`src/hw/pmr_pkg.sv`:
```
// pmr_pkg: index map, field positions, reset values and timing of the
// PHY management register bank.
// assumes: one 100 MHz system clock shared by all users.
package pmr_pkg;
  // ==========================================================
  // register indices
  localparam logic [4:0] IDX_BCTRL = 5'h00;
  localparam logic [4:0] IDX_BSTAT = 5'h01;
  localparam logic [4:0] IDX_ID_HI = 5'h02;
  localparam logic [4:0] IDX_ID_LO = 5'h03;
  localparam logic [4:0] IDX_ADV = 5'h04;
  localparam logic [4:0] IDX_PARTNER = 5'h05;
  localparam logic [4:0] IDX_EXPAN = 5'h06;
  localparam logic [4:0] IDX_MODE = 5'h11;
  localparam logic [4:0] IDX_SPMODE = 5'h12;
  localparam logic [4:0] IDX_SPIND = 5'h1B;
  localparam logic [4:0] IDX_IRQ_SRC = 5'h1D;
  localparam logic [4:0] IDX_IRQ_MASK = 5'h1E;
  localparam logic [4:0] IDX_SPCTRL = 5'h1F;
  // ==========================================================
  // basic control bit positions
  localparam int B_SRST = 15;
  localparam int B_LOOP = 14;
  localparam int B_SPD = 13;
  localparam int B_ANEN = 12;
  localparam int B_PDN = 11;
  localparam int B_ANRS = 9;
  localparam int B_DUP = 8;
  localparam int B_COLT = 7;
  // ==========================================================
  // basic status bit positions
  localparam int S_ANC = 5;
  localparam int S_LINK = 2;
  // ==========================================================
  // reset values, write masks and kept-field masks
  localparam logic RST_LOOP = 1'b0;
  localparam logic RST_ANEN = 1'b1;
  localparam logic RST_PDN = 1'b0;
  localparam logic RST_COLT = 1'b0;
  localparam logic [15:0] BSTAT_FIXED = 16'h7809;
  localparam logic [15:0] RST_ADV = 16'h01E1;
  localparam logic [15:0] WM_ADV = 16'h2DFF;
  localparam logic [15:0] RST_ZERO = 16'h0000;
  localparam logic [15:0] WM_ALL = 16'hFFFF;
  localparam logic [15:0] KEEP_NONE = 16'h0000;
  localparam logic [15:0] KEEP_SPMODE = 16'h00FF;
  // ==========================================================
  // soft reset hold time
  localparam int CLK_NS = 10;
  localparam int SRST_NS = 160;
  localparam int SRST_CYC = (SRST_NS + CLK_NS - 1) / CLK_NS;
endpackage : pmr_pkg

```
`src/hw/pmr_bank.sv`:
```
// pmr_bank: PHY management register bank reached by index through the
// MAC indirect access command and data path.
// assumes: access port and PHY status inputs are on clk_i.
// Behaviour
// - registers reached only by index, not mapped
// - decode indices 0-6,17,18,27,29,30,31
// - control bit 15 starts soft reset, self-clears
// - kept fields survive soft reset only
// - bit 14 loopback, resets to zero
// - bit 13 speed, ignored under autoneg
// - bit 12 autoneg enable, resets one, overrides
// - bit 11 power down; clears completion status
// - bit 9 restarts autoneg, self-clears
// - bit 8 duplex, ignored under autoneg
// - bit 7 collision test, resets zero
// - speed, duplex reset from autoneg result
// - status bit 5 shows autoneg complete
`timescale 1ns/1ps
`default_nettype none
module pmr_bank #(
  parameter logic [15:0] ID_HI = 16'h1234, // arbitrary value
  parameter logic [15:0] ID_LO = 16'h5678, // arbitrary value
  parameter logic [15:0] EXPAN_VAL = 16'h0000
) (
  // clock and reset
  input wire logic clk_i,
  input wire logic sys_rst_i,
  // indirect access command
  input wire logic acc_valid_i,
  input wire logic acc_write_i,
  input wire logic [4:0] acc_index_i,
  input wire logic [15:0] acc_wdata_i,
  // access answer
  output logic rsp_valid_o,
  output logic [15:0] rsp_rdata_o,
  // autoneg and line state
  input wire logic an_done_i,
  input wire logic an_speed100_i,
  input wire logic an_full_duplex_i,
  input wire logic link_up_i,
  input wire logic [15:0] partner_ability_i,
  input wire logic [15:0] irq_event_i,
  // phy control
  output logic soft_reset_o,
  output logic loopback_o,
  output logic speed100_o,
  output logic full_duplex_o,
  output logic an_enable_o,
  output logic an_restart_o,
  output logic power_down_o,
  output logic coll_test_o
);
  import pmr_pkg::*;

  localparam int SRC = SRST_CYC;
  localparam logic [4:0] SRST_LOAD = 5'(SRST_CYC);

  logic wr;
  logic rd;
  logic wr_ctrl;
  logic srst_req;
  logic soft_pulse_reg;
  logic [4:0] srst_cnt_reg;
  logic loop_reg;
  logic spd_reg;
  logic anen_reg;
  logic pdn_reg;
  logic anrs_reg;
  logic dup_reg;
  logic colt_reg;
  logic an_spd_reg;
  logic an_dup_reg;
  logic an_cmpl_reg;
  logic link_ll_reg;
  logic [15:0] irq_src_reg;
  logic rsp_valid_reg;
  logic [15:0] rdata_reg;
  logic [15:0] rdata_next;
  logic spd_out_reg;
  logic dup_out_reg;
  logic [15:0] ctrl_val;
  logic [15:0] stat_val;
  logic [15:0] adv_q;
  logic [15:0] mode_q;
  logic [15:0] spmode_q;
  logic [15:0] spind_q;
  logic [15:0] mask_q;
  logic [15:0] spctrl_q;
  logic [4:0] rsp_idx_reg;

  // ==========================================================
  // access decode
  assign wr = acc_valid_i & acc_write_i;
  assign rd = acc_valid_i & ~acc_write_i;
  assign wr_ctrl = wr && (acc_index_i == IDX_BCTRL);
  assign srst_req = wr_ctrl & acc_wdata_i[B_SRST];

  // ==========================================================
  // soft reset sequencer
  always_ff @(posedge clk_i) begin
    if (sys_rst_i) begin
      srst_cnt_reg <= 5'h00;
      soft_pulse_reg <= 1'b0;
    end else begin
      soft_pulse_reg <= srst_req;
      if (srst_req) begin
        srst_cnt_reg <= SRST_LOAD;
      end else if (srst_cnt_reg != 5'h00) begin
        srst_cnt_reg <= srst_cnt_reg - 5'h01;
      end
    end
  end

  // ==========================================================
  // basic control fields
  always_ff @(posedge clk_i) begin
    if (sys_rst_i || soft_pulse_reg) begin
      loop_reg <= RST_LOOP;
      anen_reg <= RST_ANEN;
      pdn_reg <= RST_PDN;
      colt_reg <= RST_COLT;
      spd_reg <= sys_rst_i ? an_speed100_i : an_spd_reg;
      dup_reg <= sys_rst_i ? an_full_duplex_i : an_dup_reg;
    end else if (wr_ctrl && !acc_wdata_i[B_SRST]) begin
      loop_reg <= acc_wdata_i[B_LOOP];
      spd_reg <= acc_wdata_i[B_SPD];
      anen_reg <= acc_wdata_i[B_ANEN];
      pdn_reg <= acc_wdata_i[B_PDN];
      dup_reg <= acc_wdata_i[B_DUP];
      colt_reg <= acc_wdata_i[B_COLT];
    end else if (anen_reg && an_done_i) begin
      spd_reg <= an_speed100_i;
      dup_reg <= an_full_duplex_i;
    end
  end

  // ==========================================================
  // restart, self-clearing; also when a control write leaves power down
  always_ff @(posedge clk_i) begin
    if (sys_rst_i) begin
      anrs_reg <= 1'b0;
    end else begin
      anrs_reg <= (wr_ctrl && !acc_wdata_i[B_SRST]
                   && acc_wdata_i[B_ANRS])
                  || (wr_ctrl && !acc_wdata_i[B_SRST]
                      && pdn_reg && !acc_wdata_i[B_PDN]);
    end
  end

  // ==========================================================
  // autoneg result and completion flag
  always_ff @(posedge clk_i) begin
    if (sys_rst_i) begin
      an_spd_reg <= 1'b0;
      an_dup_reg <= 1'b0;
      an_cmpl_reg <= 1'b0;
    end else begin
      if (an_done_i) begin
        an_spd_reg <= an_speed100_i;
        an_dup_reg <= an_full_duplex_i;
      end
      if (an_done_i && anen_reg && !pdn_reg) begin
        an_cmpl_reg <= 1'b1;
      end else if (anrs_reg || pdn_reg || soft_pulse_reg) begin
        an_cmpl_reg <= 1'b0;
      end
    end
  end

  // ==========================================================
  // latching status and interrupt source
  always_ff @(posedge clk_i) begin
    if (sys_rst_i) begin
      link_ll_reg <= 1'b0;
      irq_src_reg <= 16'h0000;
    end else begin
      if (!link_up_i) begin
        link_ll_reg <= 1'b0;
      end else if (rd && acc_index_i == IDX_BSTAT) begin
        link_ll_reg <= 1'b1;
      end else if (!link_ll_reg && acc_index_i != IDX_BSTAT) begin
        link_ll_reg <= link_ll_reg;
      end
      if (rd && acc_index_i == IDX_IRQ_SRC) begin
        irq_src_reg <= irq_event_i;
      end else begin
        irq_src_reg <= irq_src_reg | irq_event_i;
      end
    end
  end

  // ==========================================================
  // other indexed registers
  pmr_field_reg #(.RST_VAL(RST_ADV), .WR_MASK(WM_ADV),
    .KEEP_MASK(KEEP_NONE)) u_adv (
    .clk_i(clk_i), .sys_rst_i(sys_rst_i), .soft_rst_i(soft_pulse_reg),
    .wr_en_i(wr && acc_index_i == IDX_ADV), .wdata_i(acc_wdata_i),
    .q_o(adv_q));
  pmr_field_reg #(.RST_VAL(RST_ZERO), .WR_MASK(WM_ALL),
    .KEEP_MASK(KEEP_NONE)) u_mode (
    .clk_i(clk_i), .sys_rst_i(sys_rst_i), .soft_rst_i(soft_pulse_reg),
    .wr_en_i(wr && acc_index_i == IDX_MODE), .wdata_i(acc_wdata_i),
    .q_o(mode_q));
  pmr_field_reg #(.RST_VAL(RST_ZERO), .WR_MASK(WM_ALL),
    .KEEP_MASK(KEEP_SPMODE)) u_spmode (
    .clk_i(clk_i), .sys_rst_i(sys_rst_i), .soft_rst_i(soft_pulse_reg),
    .wr_en_i(wr && acc_index_i == IDX_SPMODE), .wdata_i(acc_wdata_i),
    .q_o(spmode_q));
  pmr_field_reg #(.RST_VAL(RST_ZERO), .WR_MASK(WM_ALL),
    .KEEP_MASK(KEEP_NONE)) u_spind (
    .clk_i(clk_i), .sys_rst_i(sys_rst_i), .soft_rst_i(soft_pulse_reg),
    .wr_en_i(wr && acc_index_i == IDX_SPIND), .wdata_i(acc_wdata_i),
    .q_o(spind_q));
  pmr_field_reg #(.RST_VAL(RST_ZERO), .WR_MASK(WM_ALL),
    .KEEP_MASK(KEEP_NONE)) u_mask (
    .clk_i(clk_i), .sys_rst_i(sys_rst_i), .soft_rst_i(soft_pulse_reg),
    .wr_en_i(wr && acc_index_i == IDX_IRQ_MASK), .wdata_i(acc_wdata_i),
    .q_o(mask_q));
  pmr_field_reg #(.RST_VAL(RST_ZERO), .WR_MASK(WM_ALL),
    .KEEP_MASK(KEEP_NONE)) u_spctrl (
    .clk_i(clk_i), .sys_rst_i(sys_rst_i), .soft_rst_i(soft_pulse_reg),
    .wr_en_i(wr && acc_index_i == IDX_SPCTRL), .wdata_i(acc_wdata_i),
    .q_o(spctrl_q));

  // ==========================================================
  // read view and index decode
  always_comb begin
    ctrl_val = 16'h0000;
    ctrl_val[B_SRST] = (srst_cnt_reg != 5'h00);
    ctrl_val[B_LOOP] = loop_reg;
    ctrl_val[B_SPD] = spd_reg;
    ctrl_val[B_ANEN] = anen_reg;
    ctrl_val[B_PDN] = pdn_reg;
    ctrl_val[B_ANRS] = anrs_reg;
    ctrl_val[B_DUP] = dup_reg;
    ctrl_val[B_COLT] = colt_reg;
    stat_val = BSTAT_FIXED;
    stat_val[S_ANC] = an_cmpl_reg;
    stat_val[S_LINK] = link_ll_reg;
  end

  always_comb begin
    if (acc_index_i == IDX_BCTRL) begin
      rdata_next = ctrl_val;
    end else if (acc_index_i == IDX_BSTAT) begin
      rdata_next = stat_val;
    end else if (acc_index_i == IDX_ID_HI) begin
      rdata_next = ID_HI;
    end else if (acc_index_i == IDX_ID_LO) begin
      rdata_next = ID_LO;
    end else if (acc_index_i == IDX_ADV) begin
      rdata_next = adv_q;
    end else if (acc_index_i == IDX_PARTNER) begin
      rdata_next = partner_ability_i;
    end else if (acc_index_i == IDX_EXPAN) begin
      rdata_next = EXPAN_VAL;
    end else if (acc_index_i == IDX_MODE) begin
      rdata_next = mode_q;
    end else if (acc_index_i == IDX_SPMODE) begin
      rdata_next = spmode_q;
    end else if (acc_index_i == IDX_SPIND) begin
      rdata_next = spind_q;
    end else if (acc_index_i == IDX_IRQ_SRC) begin
      rdata_next = irq_src_reg;
    end else if (acc_index_i == IDX_IRQ_MASK) begin
      rdata_next = mask_q;
    end else if (acc_index_i == IDX_SPCTRL) begin
      rdata_next = spctrl_q;
    end else begin
      rdata_next = 16'h0000;
    end
  end

  // ==========================================================
  // answer register
  always_ff @(posedge clk_i) begin
    if (sys_rst_i) begin
      rsp_valid_reg <= 1'b0;
      rdata_reg <= 16'h0000;
      rsp_idx_reg <= 5'h00;
    end else begin
      rsp_valid_reg <= acc_valid_i;
      rsp_idx_reg <= acc_index_i;
      rdata_reg <= rd ? rdata_next : 16'h0000;
    end
  end

  // ==========================================================
  // effective speed and duplex
  always_ff @(posedge clk_i) begin
    if (sys_rst_i) begin
      spd_out_reg <= 1'b0;
      dup_out_reg <= 1'b0;
    end else begin
      spd_out_reg <= anen_reg ? an_spd_reg : spd_reg;
      dup_out_reg <= anen_reg ? an_dup_reg : dup_reg;
    end
  end

  assign rsp_valid_o = rsp_valid_reg;
  assign rsp_rdata_o = rdata_reg;
  assign soft_reset_o = soft_pulse_reg;
  assign loopback_o = loop_reg;
  assign speed100_o = spd_out_reg;
  assign full_duplex_o = dup_out_reg;
  assign an_enable_o = anen_reg;
  assign an_restart_o = anrs_reg;
  assign power_down_o = pdn_reg;
  assign coll_test_o = colt_reg;
endmodule : pmr_bank
`default_nettype wire

```
`src/hw/pmr_field_reg.sv`:
```
// pmr_field_reg: one 16-bit management register with write mask and
// a set of fields kept over a soft reset.
// assumes: hard and soft reset are synchronous to clk_i.
`timescale 1ns/1ps
`default_nettype none
module pmr_field_reg #(
  parameter logic [15:0] RST_VAL = 16'h0000,
  parameter logic [15:0] WR_MASK = 16'hFFFF,
  parameter logic [15:0] KEEP_MASK = 16'h0000
) (
  // clock and resets
  input wire logic clk_i,
  input wire logic sys_rst_i,
  input wire logic soft_rst_i,
  // write port
  input wire logic wr_en_i,
  input wire logic [15:0] wdata_i,
  // value
  output logic [15:0] q_o
);
  logic [15:0] q_reg;

  // ==========================================================
  // storage
  always_ff @(posedge clk_i) begin
    if (sys_rst_i) begin
      q_reg <= RST_VAL;
    end else if (soft_rst_i) begin
      q_reg <= (q_reg & KEEP_MASK) | (RST_VAL & ~KEEP_MASK);
    end else if (wr_en_i) begin
      q_reg <= (q_reg & ~WR_MASK) | (wdata_i & WR_MASK);
    end
  end

  assign q_o = q_reg;
endmodule : pmr_field_reg
`default_nettype wire

```
`config.mk`:
```
export PLATFORM = sky130hd
export DESIGN_NAME = pmr_bank
export DESIGN_NICKNAME = d
export VERILOG_FILES = /design/src/hw/pmr_pkg.sv /design/src/hw/pmr_bank.sv /design/src/hw/pmr_field_reg.sv
export SDC_FILE = /design/constraint.sdc
export NUM_CORES = 1
export LEC_CHECK = 0
export ABC_AREA = 1
export BUFFER_PORTS_ARGS = -buffer_cell sky130_fd_sc_hd__clkbuf_2
export CAP_MARGIN = 20
export CORE_UTILIZATION = 46
export CTS_CLUSTER_SIZE = 40
export DETAILED_ROUTE_END_ITERATION = 8
export PLACE_DENSITY_LB_ADDON = 0.3
export RECOVER_POWER = 50
export SYNTH_ARGS = -nofsm -noshare
export SYNTH_HDL_FRONTEND = slang
export SYNTH_SLANG_ARGS = --single-unit
export TNS_END_PERCENT = 1
```
`constraint.sdc`:
```
create_clock -name clk_i -period 1.9 [get_ports clk_i]
set_input_delay 0.285 -clock clk_i [delete_from_list [all_inputs] [get_ports clk_i]]
set_output_delay 0.285 -clock clk_i [all_outputs]
set_load 0.01 [all_outputs]
```
==> run summary, run 1 <==
Hold_ws - 0.06682 ns
Final Hold Fails - 0
PwrDens - 927.7 nW/um^2
Most frequent cells after synthesis - nand2_1, dfxtp_1, a21oi_1, nor2_1, nand3_1
Post-CTS setup buffers - 0
Die width - 118.8 um
IO buf count - 85
IO Count - 86
H-tree depth - 4
PostCTS Resize Cnt - 0
Skew-Pair Late Insertion Delay - 0.42 ns
Hold_buf cts - 0
Distinct cells, synth - 38
Syn Inst Count - 878
Max-Slew Margin vs Limit - 35.71%
RD Place Congestion - 0.8305
Clock buffer depth - 2
Setup violations, final - 0
1st-iter DRT viols - 449
Post-synth EDFFs - 2
Main flop type after synthesis - dfxtp_1
Vias in the first global route - 5630
Area delta synth->final - 20.90%
CTS Buf Count - 17
Top cell type's share of synthesized area - 45.30%
Global-route congestion overflow total - 0
Maximum Capacitance Violations - 0
RSZ-0062 raised after global routing - false
Inst Count DP - 1137
Placed Area - 7089 sq um
Area leader, netlist - dfxtp_1
# DRC - 0
Global-route wire length before repair - 28390 um
Syn Nets - 941
Post-synthesis register bit count - 144
Crit start category - primary input
GRT Util Overall - 25.94%
Outcome - complete, no violations
First-pass detailed-route iteration total - 6
Synth Area per Inst - 7.147 sq um
Core area - 13300 sq um
Diode count - 0
Design area - 7586 sq um
Die area - 14110 sq um
Leak - 3.211 nW
Worst Clk Skew - 0.005021 ns
Largest net degree at the start of global routing - 34
Hold/Removal Path Class - primary input to flop
CTS tree - done
Clock slew at reported path FFs - 0.06 ns
# clock sinks - 144
Fin cells - 1169
Fillers - 1300
Worst Path Arrival - 1.97 ns
Hpwl dp - 12710 um
Fin util - 57.06%
Die Height - 118.8 um
Most numerous cell in the Yosys netlist - nand2_1
Site row count - 42
Ys Warns - 0
Ranking of synthesized cells by area - dfxtp_1, nand2_1, a21oi_1
Critical path fanouts, max - 8
Via count - 6104
Avg WL per Cell - 14.96 um
Layout cells sized above 1 - 15.31%
Final ANT Viol Nets - 0
Worst VDD drop - 0.0005924 V
Worst Setup Path Type - primary input to flop
Synth async-reset ratio - 0%
Synth Cell Area - 6275 sq um
Post-DR vias/cell - 5.222
Period utilization - 87.32%
Final Critical Period - 1.659 ns
Max Fclk - 602.7 MHz
Initial core utilization - 47.20%
Register area share after synthesis - 46.26%
Slew Viols, Final - 0
Final net count - 1043
Post-route setup TNS - 0 ns
Worst EP required - 2.21 ns
Root Driver - clkbuf_16
Initial antenna violation count - 0
WL final - 17490 um
Crit path capture type - flop
Slew @ Worst Pin - 0.9644 ns
[routing by layer]
metal / up-vias / routed length (um) / track usage, %
met5: - / 0 / 0
met4: 0 / 311 / 8.544
met3: 22 / 916 / 5.888
met2: 175 / 8662 / 43.75
met1: 2838 / 7596 / 32.56
li1: 3069 / - / -
[cells by family (layout without fill, tap and decap cells)]
logic type	after synthesis	after routing	synth area share, %
buf+inv	128	243	8.235
compound gates	198	198	16.13
fa+ha+maj	2	2	0.3987
flops	144	144	46.26
simple gates	404	404	28.69
xor+xnor	2	2	0.2792
[per-stage QoR]
stage                     setup WS (ns)  total power [mW]
after global routing             0.1691             7.307
after floorplan                  0.1918             3.657
after CTS                        0.4701             7.088
final                            0.2408             7.038
after global placement          0.04888             3.920
after detailed placement        0.06070             3.939
[report_power, final]
group	internal [mW]	switching (mW)
logic	0.263	0.423
clock network	1.92	1.25
registers	3.12	0.0585
[placed cells by master (no fill, tap or decap), types with 3 or more instances in the layout]
cell / netlist / routed
dfxtp_1: 142 / 142
nor2_1: 93 / 95
o21ai_1: 4 / 4
clkbuf_2: 0 / 60
clkinv_2: 0 / 7
o21ai_0: 74 / 74
inv_2: 7 / 6
nand4_1: 8 / 8
buf_12: 0 / 4
a21oi_1: 110 / 110
inv_1: 76 / 77
o211ai_1: 6 / 6
nand2_1: 187 / 188
or2_2: 5 / 5
clkbuf_16: 0 / 17
clkbuf_8: 0 / 4
nor3_4: 2 / 3
nor3_1: 4 / 4
or2_0: 5 / 5
buf_4: 3 / 32
nand3_1: 83 / 83
clkbuf_1: 23 / 30
[critical path: stages]
cell,delay [ns]
clkbuf_2,0.09
buf_4,0.13
inv_1,0.05
nand2_2,0.05
nor2_2,0.14
nand2_1,0.19
nor2_1,0.19
clkbuf_1,0.36
nand3_1,0.21
nand2_1,0.20
a21oi_1,0.07
[final cells by class]
cell class	instances	area, sq um	share of cell area (%)
tap	176	220.2	2.903
inverter	85	319.1	4.206
clock inverter	11	86.33	1.138
sequential	144	2903	38.26
clock buffer	21	480.5	6.333
timing repair buffer	126	733.2	9.665
multi-input combinational	606	2844	37.49
[path summary, 6_finish.rpt]
kind,slack [ns],to,cells past startpoint,from
max reg2reg,0.35,u_spmode.q_o[15]$_SDFFE_PN0P_,4,soft_reset_o$_SDFF_PP0_
min reg2reg,0.45,u_spmode.q_o[0]$_SDFFE_PP0P_,2,u_spmode.q_o[0]$_SDFFE_PP0P_
max,0.24,srst_cnt_reg[1]$_SDFFE_PP0P_,11,acc_index_i[2]
min,0.07,irq_src_reg[15]$_SDFF_PP0_,3,irq_event_i[15]
Note: power is estimated with default switching activity, not from simulation.
==> run 2, diff against run 1 <==
--- a/config.mk
+++ b/config.mk
@@ -8,10 +8,11 @@
 export ABC_AREA = 1
 export BUFFER_PORTS_ARGS = -buffer_cell sky130_fd_sc_hd__clkbuf_2
 export CAP_MARGIN = 20
+export CORE_MARGIN = 3
 export CORE_UTILIZATION = 46
 export CTS_CLUSTER_SIZE = 40
 export DETAILED_ROUTE_END_ITERATION = 8
-export PLACE_DENSITY_LB_ADDON = 0.3
+export PLACE_DENSITY = 0.66
 export RECOVER_POWER = 50
 export SYNTH_ARGS = -nofsm -noshare
 export SYNTH_HDL_FRONTEND = slang
==> run summary, run 2 (synthesis results as in run 1) <==
Die width - 122.8 um (+3.4%)
Core area - 13300 sq um (unchanged)
Period utilization - 83.88% (-3.4 points)
Post-CTS setup buffers - 0 (unchanged)
# clock sinks - 144 (unchanged)
PostCTS Resize Cnt - 0 (unchanged)
Root Driver - clkbuf_16
Final Critical Period - 1.594 ns (-0.06546 ns)
Clock buffer depth - 2 (unchanged)
Most common cell after layout, fill and taps aside - nand2_1
Diode count - 0 (unchanged)
RSZ-0062 raised after global routing - false
# DRC - 0 (unchanged)
Worst r2r path cells - 4 (unchanged)
Clock slew at reported path FFs - 0.06 ns (about the same)
IO Count - 86 (unchanged)
Skew-Pair Late Insertion Delay - 0.42 ns (about the same)
CTS tree - done
Hold/Removal Path Class - primary input to flop
Critical path fanouts, max - 32 (+24)
Area delta synth->final - 19.80%
Most frequent cells in the layout - nand2_1, dfxtp_1, a21oi_1
Global-route congestion overflow total - 0 (unchanged)
Critical-path cell list - nor2_1 > clkinv_1 > clkbuf_2 > a21oi_1
Avg WL per Cell - 15.05 um (+0.63%)
Initial antenna violation count - 0 (unchanged)
Largest net degree at the start of global routing - 36 (+5.9%)
Worst Clk Skew - 0.006288 ns (+0.001267 ns)
Die Height - 122.8 um (+3.4%)
IO buf count - 85 (unchanged)
1st-iter DRT viols - 474 (+5.6%)
Final ANT Viol Nets - 0 (unchanged)
Die area - 15080 sq um (+6.8%)
Slowest cell delay on critical path - 0.46 ns (+0.10 ns)
Slew Viols, Final - 0 (unchanged)
Leak - 3.171 nW (-1.2%)
Hpwl dp - 12810 um (+0.82%)
Final Hold Fails - 0 (unchanged)
Worst Path Arrival - 1.93 ns (-0.04 ns)
Final net count - 1040 (-0.29%)
Worst VDD drop - 0.0005534 V (-6.6%)
RD Place Congestion - 0.8740 (+5.2%)
Worst Setup Path Type - flop to flop
Outcome - complete, no violations
PwrDens - 917.3 nW/um^2 (-1.1%)
Layout cells sized above 1 - 14.17% (-1.1 points)
GRT Util Overall - 24.09% (-1.8 points)
Slowest CP cell - clkbuf_2
Initial core utilization - 47.20% (unchanged)
CTS Buf Count - 17 (unchanged)
Via count - 6076 (-0.46%)
Post-DR vias/cell - 5.220 (about the same)
Slew @ Worst Pin - 0.9320 ns (-0.03241 ns)
Maximum Capacitance Violations - 0 (unchanged)
Crit path capture type - flop
Crit start category - flop
Max Fclk - 627.5 MHz (+4.1%)
WL final - 17520 um (+0.20%)
Worst Hold Depth - 3 (unchanged)
Overall power - 6.895 mW (-2.0%)
Site row count - 42 (unchanged)
Max-Slew Margin vs Limit - 37.87% (+2.2 points)
Global-route wire length before repair - 28150 um (-0.87%)
Hold_buf cts - 0 (unchanged)
Post-route setup TNS - 0 ns (unchanged)
Reg2Reg Setup Slack - 0.31 ns (-0.04 ns)
H-tree depth - 4 (unchanged)
First-pass detailed-route iteration total - 5 (-1)
Vias in the first global route - 5563 (-1.2%)
Worst EP required - 2.23 ns (+0.02 ns)
Setup violations, final - 0 (unchanged)
[run 2: cell count changes in the layout (fill, tap and decap cells not counted), sizes merged]
cell / delta
clkinv: -2
inv: -1
buf: -1
clkinvlp: -1
[run 2: metal layers]
| layer | global-route usage, % | up-vias | routed length, um |
|---|---|---|---|
| li1 | - | 3057 | - |
| met1 | 31.37 | 2783 | 7698 |
| met2 | 39.12 | 203 | 8267 |
| met3 | 5.714 | 33 | 1133 |
| met4 | 8.467 | 0 | 420 |
| met5 | 0 | - | 0 |
[run 2: final timing paths]
check | end | from
setup / recovery | u_spctrl.q_o[4]$_SDFFE_PN0P_ | soft_reset_o$_SDFF_PP0_
hold reg to reg | u_spmode.q_o[0]$_SDFFE_PP0P_ | u_spmode.q_o[0]$_SDFFE_PP0P_
hold / removal | irq_src_reg[7]$_SDFF_PP0_ | irq_event_i[7]
setup reg to reg | u_spctrl.q_o[4]$_SDFFE_PN0P_ | soft_reset_o$_SDFF_PP0_
[run 2: report_power, final]
group / switching [mW] / leakage [nW] / total, mW / internal [mW]
clock network: 1.20 / 0.262 / 3.04 / 1.84
registers: 0.0554 / 1.17 / 3.18 / 3.12
logic: 0.415 / 1.74 / 0.671 / 0.256
total: 1.68 / 3.17 / 6.90 / 5.22
[run 2: cell type report]
type	count	area, sq um
Sequential cell	144	2903
Clock inverter	7	62.56
Clock buffer	23	467.9
Tap cell	176	220.2
Fill cell	1344	5778
Inverter	85	319.1
Timing Repair Buffer	123	715.7
Multi-Input combinational cell	606	2829
[run 2: worst max-delay path: cells and delay by family (launching register included)]
family          cells  cell delay (ns)
simple gates        1             0.23
flops               1             0.37
buf+inv             2             0.62
compound gates      1             0.28
[run 2: per-stage QoR]
stage          utilization, %  hold WS, ns  std cells  setup WS (ns)  instance area, sq um
6_report                56.54      0.07038       1164         0.3063                  7517
5_1_grt                 56.54      0.07474       1164         0.1678                  7517
3_5_place_dp            53.15       0.4353       1134        0.06848                  7067
2_1_floorplan               -       0.3920        878         0.1918                  6275
3_3_place_gp            53.15       0.4315       1134         0.1186                  7067
4_1_cts                 57.14      0.06029       1164         0.5213                  7597
==> run 3, diff against run 2 <==
--- a/config.mk
+++ b/config.mk
@@ -5,7 +5,7 @@
 export SDC_FILE = /design/constraint.sdc
 export NUM_CORES = 1
 export LEC_CHECK = 0
-export ABC_AREA = 1
+export ABC_AREA = 0
 export BUFFER_PORTS_ARGS = -buffer_cell sky130_fd_sc_hd__clkbuf_2
 export CAP_MARGIN = 20
 export CORE_MARGIN = 3
==> constraint.sdc (replaced) <==
create_clock -name clk_i -period 1.55 [get_ports clk_i]
set_input_delay 0.2325 -clock clk_i [delete_from_list [all_inputs] [get_ports clk_i]]
set_output_delay 0.2325 -clock clk_i [all_outputs]
set_load 0.01 [all_outputs]
==> run summary, run 3 <==
Outcome - complete, but fails checks
Failing checks - negative setup slack
Crit start category - primary input
Leak - 3.243 nW (+2.3%)
IO Count - 86 (unchanged)
RSZ-0062 raised after global routing - true
Synth async-reset ratio - 0% (unchanged)
Main flop type after synthesis - dfxtp_1
Slew @ Worst Pin - 0.7323 ns (-0.1997 ns)
Post-DR vias/cell - 5.770 (+11%)
Most numerous cell in the Yosys netlist - nand2_1
PwrDens - 1066 nW/um^2 (+16%)
CTS tree - done
Final Critical Period - 1.683 ns
Diode count - 0 (unchanged)
# DRC - 0 (unchanged)
Top cell type's share of synthesized area - 43.62% (-1.7 points)
Final ANT Viol Nets - 0 (unchanged)
Initial antenna violation count - 0 (unchanged)
Site row count - 42 (unchanged)
Worst EP required - 1.72 ns (-0.51 ns)
Hold_ws - 0.01692 ns (-0.05347 ns)
Core area - 13560 sq um (+2.0%)
Critical path fanouts, max - 4 (-88%)
Reg2Reg Setup Slack - 0.21 ns (-0.10 ns)
Vias in the first global route - 6507 (+17%)
Hpwl dp - 17330 um (+35%)
Max-Slew Margin vs Limit - 50.56% (+13 points)
GRT Util Overall - 29.77% (+5.7 points)
Worst Clk Skew - 0.006686 ns (+0.0003977 ns)
RD Place Congestion - 0.9361 (+7.1%)
Reg2reg end - rsp_rdata_o[5]$_SDFF_PP0_
Slowest cell delay on critical path - 0.44 ns (-0.02 ns)
Die Height - 125.0 um (+1.8%)
Setup ws final - -0.1333 ns (-0.4396 ns)
Critical-path cell list - clkbuf_2 > or2_1 > or4_4 > or3_4 > o31a_1 > o22a_1
Die width - 125.0 um (+1.8%)
Root Driver - clkbuf_16
Layout cells sized above 1 - 21.33% (+7.2 points)
Distinct cells, synth - 55 (+45%)
Area delta synth->final - 27.64%
WL final - 23440 um (+34%)
Clock buffer depth - 2 (unchanged)
Synth Area per Inst - 7.815 sq um (+9.3%)
Maximum Capacitance Violations - 0 (unchanged)
IO buf count - 85 (unchanged)
Largest net degree at the start of global routing - 52 (+44%)
Most frequent cells in the layout - nand2_1, dfxtp_1, a21oi_1
Global-route wire length before repair - 36430 um (+29%)
Skew-Pair Late Insertion Delay - 0.42 ns (about the same)
Die area - 15630 sq um (+3.7%)
Worst Path Arrival - 1.85 ns (-0.08 ns)
Ranking of synthesized cells by area - dfxtp_1, nand2_1, a21oi_1
Final Hold Fails - 0 (unchanged)
Most common cell after layout, fill and taps aside - nand2_1
Worst reg2reg startpoint - u_mode.q_o[5]$_SDFFE_PN0P_
CTS Buf Count - 17 (unchanged)
Slew Viols, Final - 0 (unchanged)
Worst r2r path cells - 2 (-2)
1st-iter DRT viols - 676 (+43%)
Crit path capture type - flop
Via count - 6751 (+11%)
Hold/Removal Path Class - primary input to flop
Global-route congestion overflow total - 0 (unchanged)
Post-route setup TNS - -0.5974 ns (-0.5974 ns)
Syn Nets - 897 (-4.7%)
Clock slew at reported path FFs - 0.06 ns (about the same)
Most frequent cells after synthesis - nand2_1, dfxtp_1, a21oi_1, nor2_1, clkbuf_1
Register area share after synthesis - 44.54% (-1.7 points)
Post-synthesis register bit count - 144 (unchanged)
Hold_buf cts - 0 (unchanged)
Area leader, netlist - dfxtp_1
HP Start - irq_event_i[6]
Synth Cell Area - 6518 sq um (+3.9%)
Fin cells - 1170 (+0.52%)
Slowest CP cell - or4_4
Post-synth EDFFs - 2 (unchanged)
Max Fclk - 594.1 MHz
Worst Setup Path Type - primary input to flop
Inst Count DP - 1139 (+0.44%)
Overall power - 8.869 mW (+29%)
Final net count - 1045 (+0.48%)
Critical Path Source - acc_index_i[3]
Period utilization - 108.6%
Setup violations, final - 18 (+18)
H-tree depth - 4 (unchanged)
Syn Inst Count - 834 (-5.0%)
Worst VDD drop - 0.001044 V (+89%)
End of the critical path - spd_reg$_DFFE_PP_
# clock sinks - 144 (unchanged)
Ys Warns - 0 (unchanged)
Initial core utilization - 48.07% (+0.88 points)
First-pass detailed-route iteration total - 6 (+1)
Avg WL per Cell - 20.03 um (+33%)
run 3: per-layer routing:
layer / vias to the layer above / track usage (%) / part of all wire (%)
met5: - / 0 / 0
met3: 34 / 7.633 / 9.7
li1: 3204 / - / -
met4: 0 / 9.566 / 1.8
met1: 3163 / 41.44 / 44
met2: 350 / 45.37 / 44
run 3: kinds of logic (layout without fill, tap and decap cells):
group,Yosys count,in the layout,synth area share (%)
AO/OA/AOI/OAI,251,251,23.27
adder cells (fa/ha/maj),2,2,0.3839
buffers and inverters,78,238,4.780
XOR/XNOR,3,3,0.4032
multiplexers,31,31,4.780
flip-flops,144,144,44.54
AND/OR/NAND/NOR,325,325,21.85
run 3: stage by stage:
step,util [%],area (sq um),worst slack (ns)
2_1_floorplan,-,6518,-0.5747
3_3_place_gp,57.25,7762,-0.5847
3_5_place_dp,57.25,7762,-0.6127
4_1_cts,61.42,8328,-0.09997
5_1_grt,61.36,8319,-0.1362
6_report,61.36,8319,-0.1333
run 3: timing repair:
item                                    4_1_cts  5_1_grt
endpoints found under the setup margin       17       42
buffers inserted                              0        0
pin swaps                                     0        0
gates resized for setup                       2       15
run 3: final cells by class:
type | count | area (sq um)
well taps | 176 | 220.2
fillers | 1197 | 5239
inverters | 14 | 52.55
clock inverters | 10 | 86.33
repair buffers | 193 | 1239
multi-input cells | 612 | 3348
clock buffers | 21 | 470.5
flip-flops and latches | 144 | 2903
run 3: how the worst min path moves through the flow:
stage	end	slack [ns]	depth (start not counted)
final	irq_src_reg[6]$_SDFF_PP0_	0.02	3
after global routing	irq_src_reg[6]$_SDFF_PP0_	0.005	3
after CTS	irq_src_reg[6]$_SDFF_PP0_	0.006	3
after detailed placement	u_adv.q_o[1]$_SDFFE_PN0P_	0.44	2
after global placement	irq_src_reg[12]$_SDFF_PP0_	0.44	3
after floorplan	irq_src_reg[0]$_SDFF_PP0_	0.35	2
run 3: worst max-delay path, delay by kind of cell:
family	cells	cell delay, ns
AOI/OAI and AO/OA	2	0.44
and+or+nand+nor	3	1.07
buffers and inverters	1	0.10
run 3: power by group:
| group | internal (mW) | switching, mW | total [mW] |
|---|---|---|---|
| combinational | 0.449 | 0.644 | 1.09 |
| sequential | 3.82 | 0.0760 | 3.90 |
| clock | 2.31 | 1.56 | 3.88 |
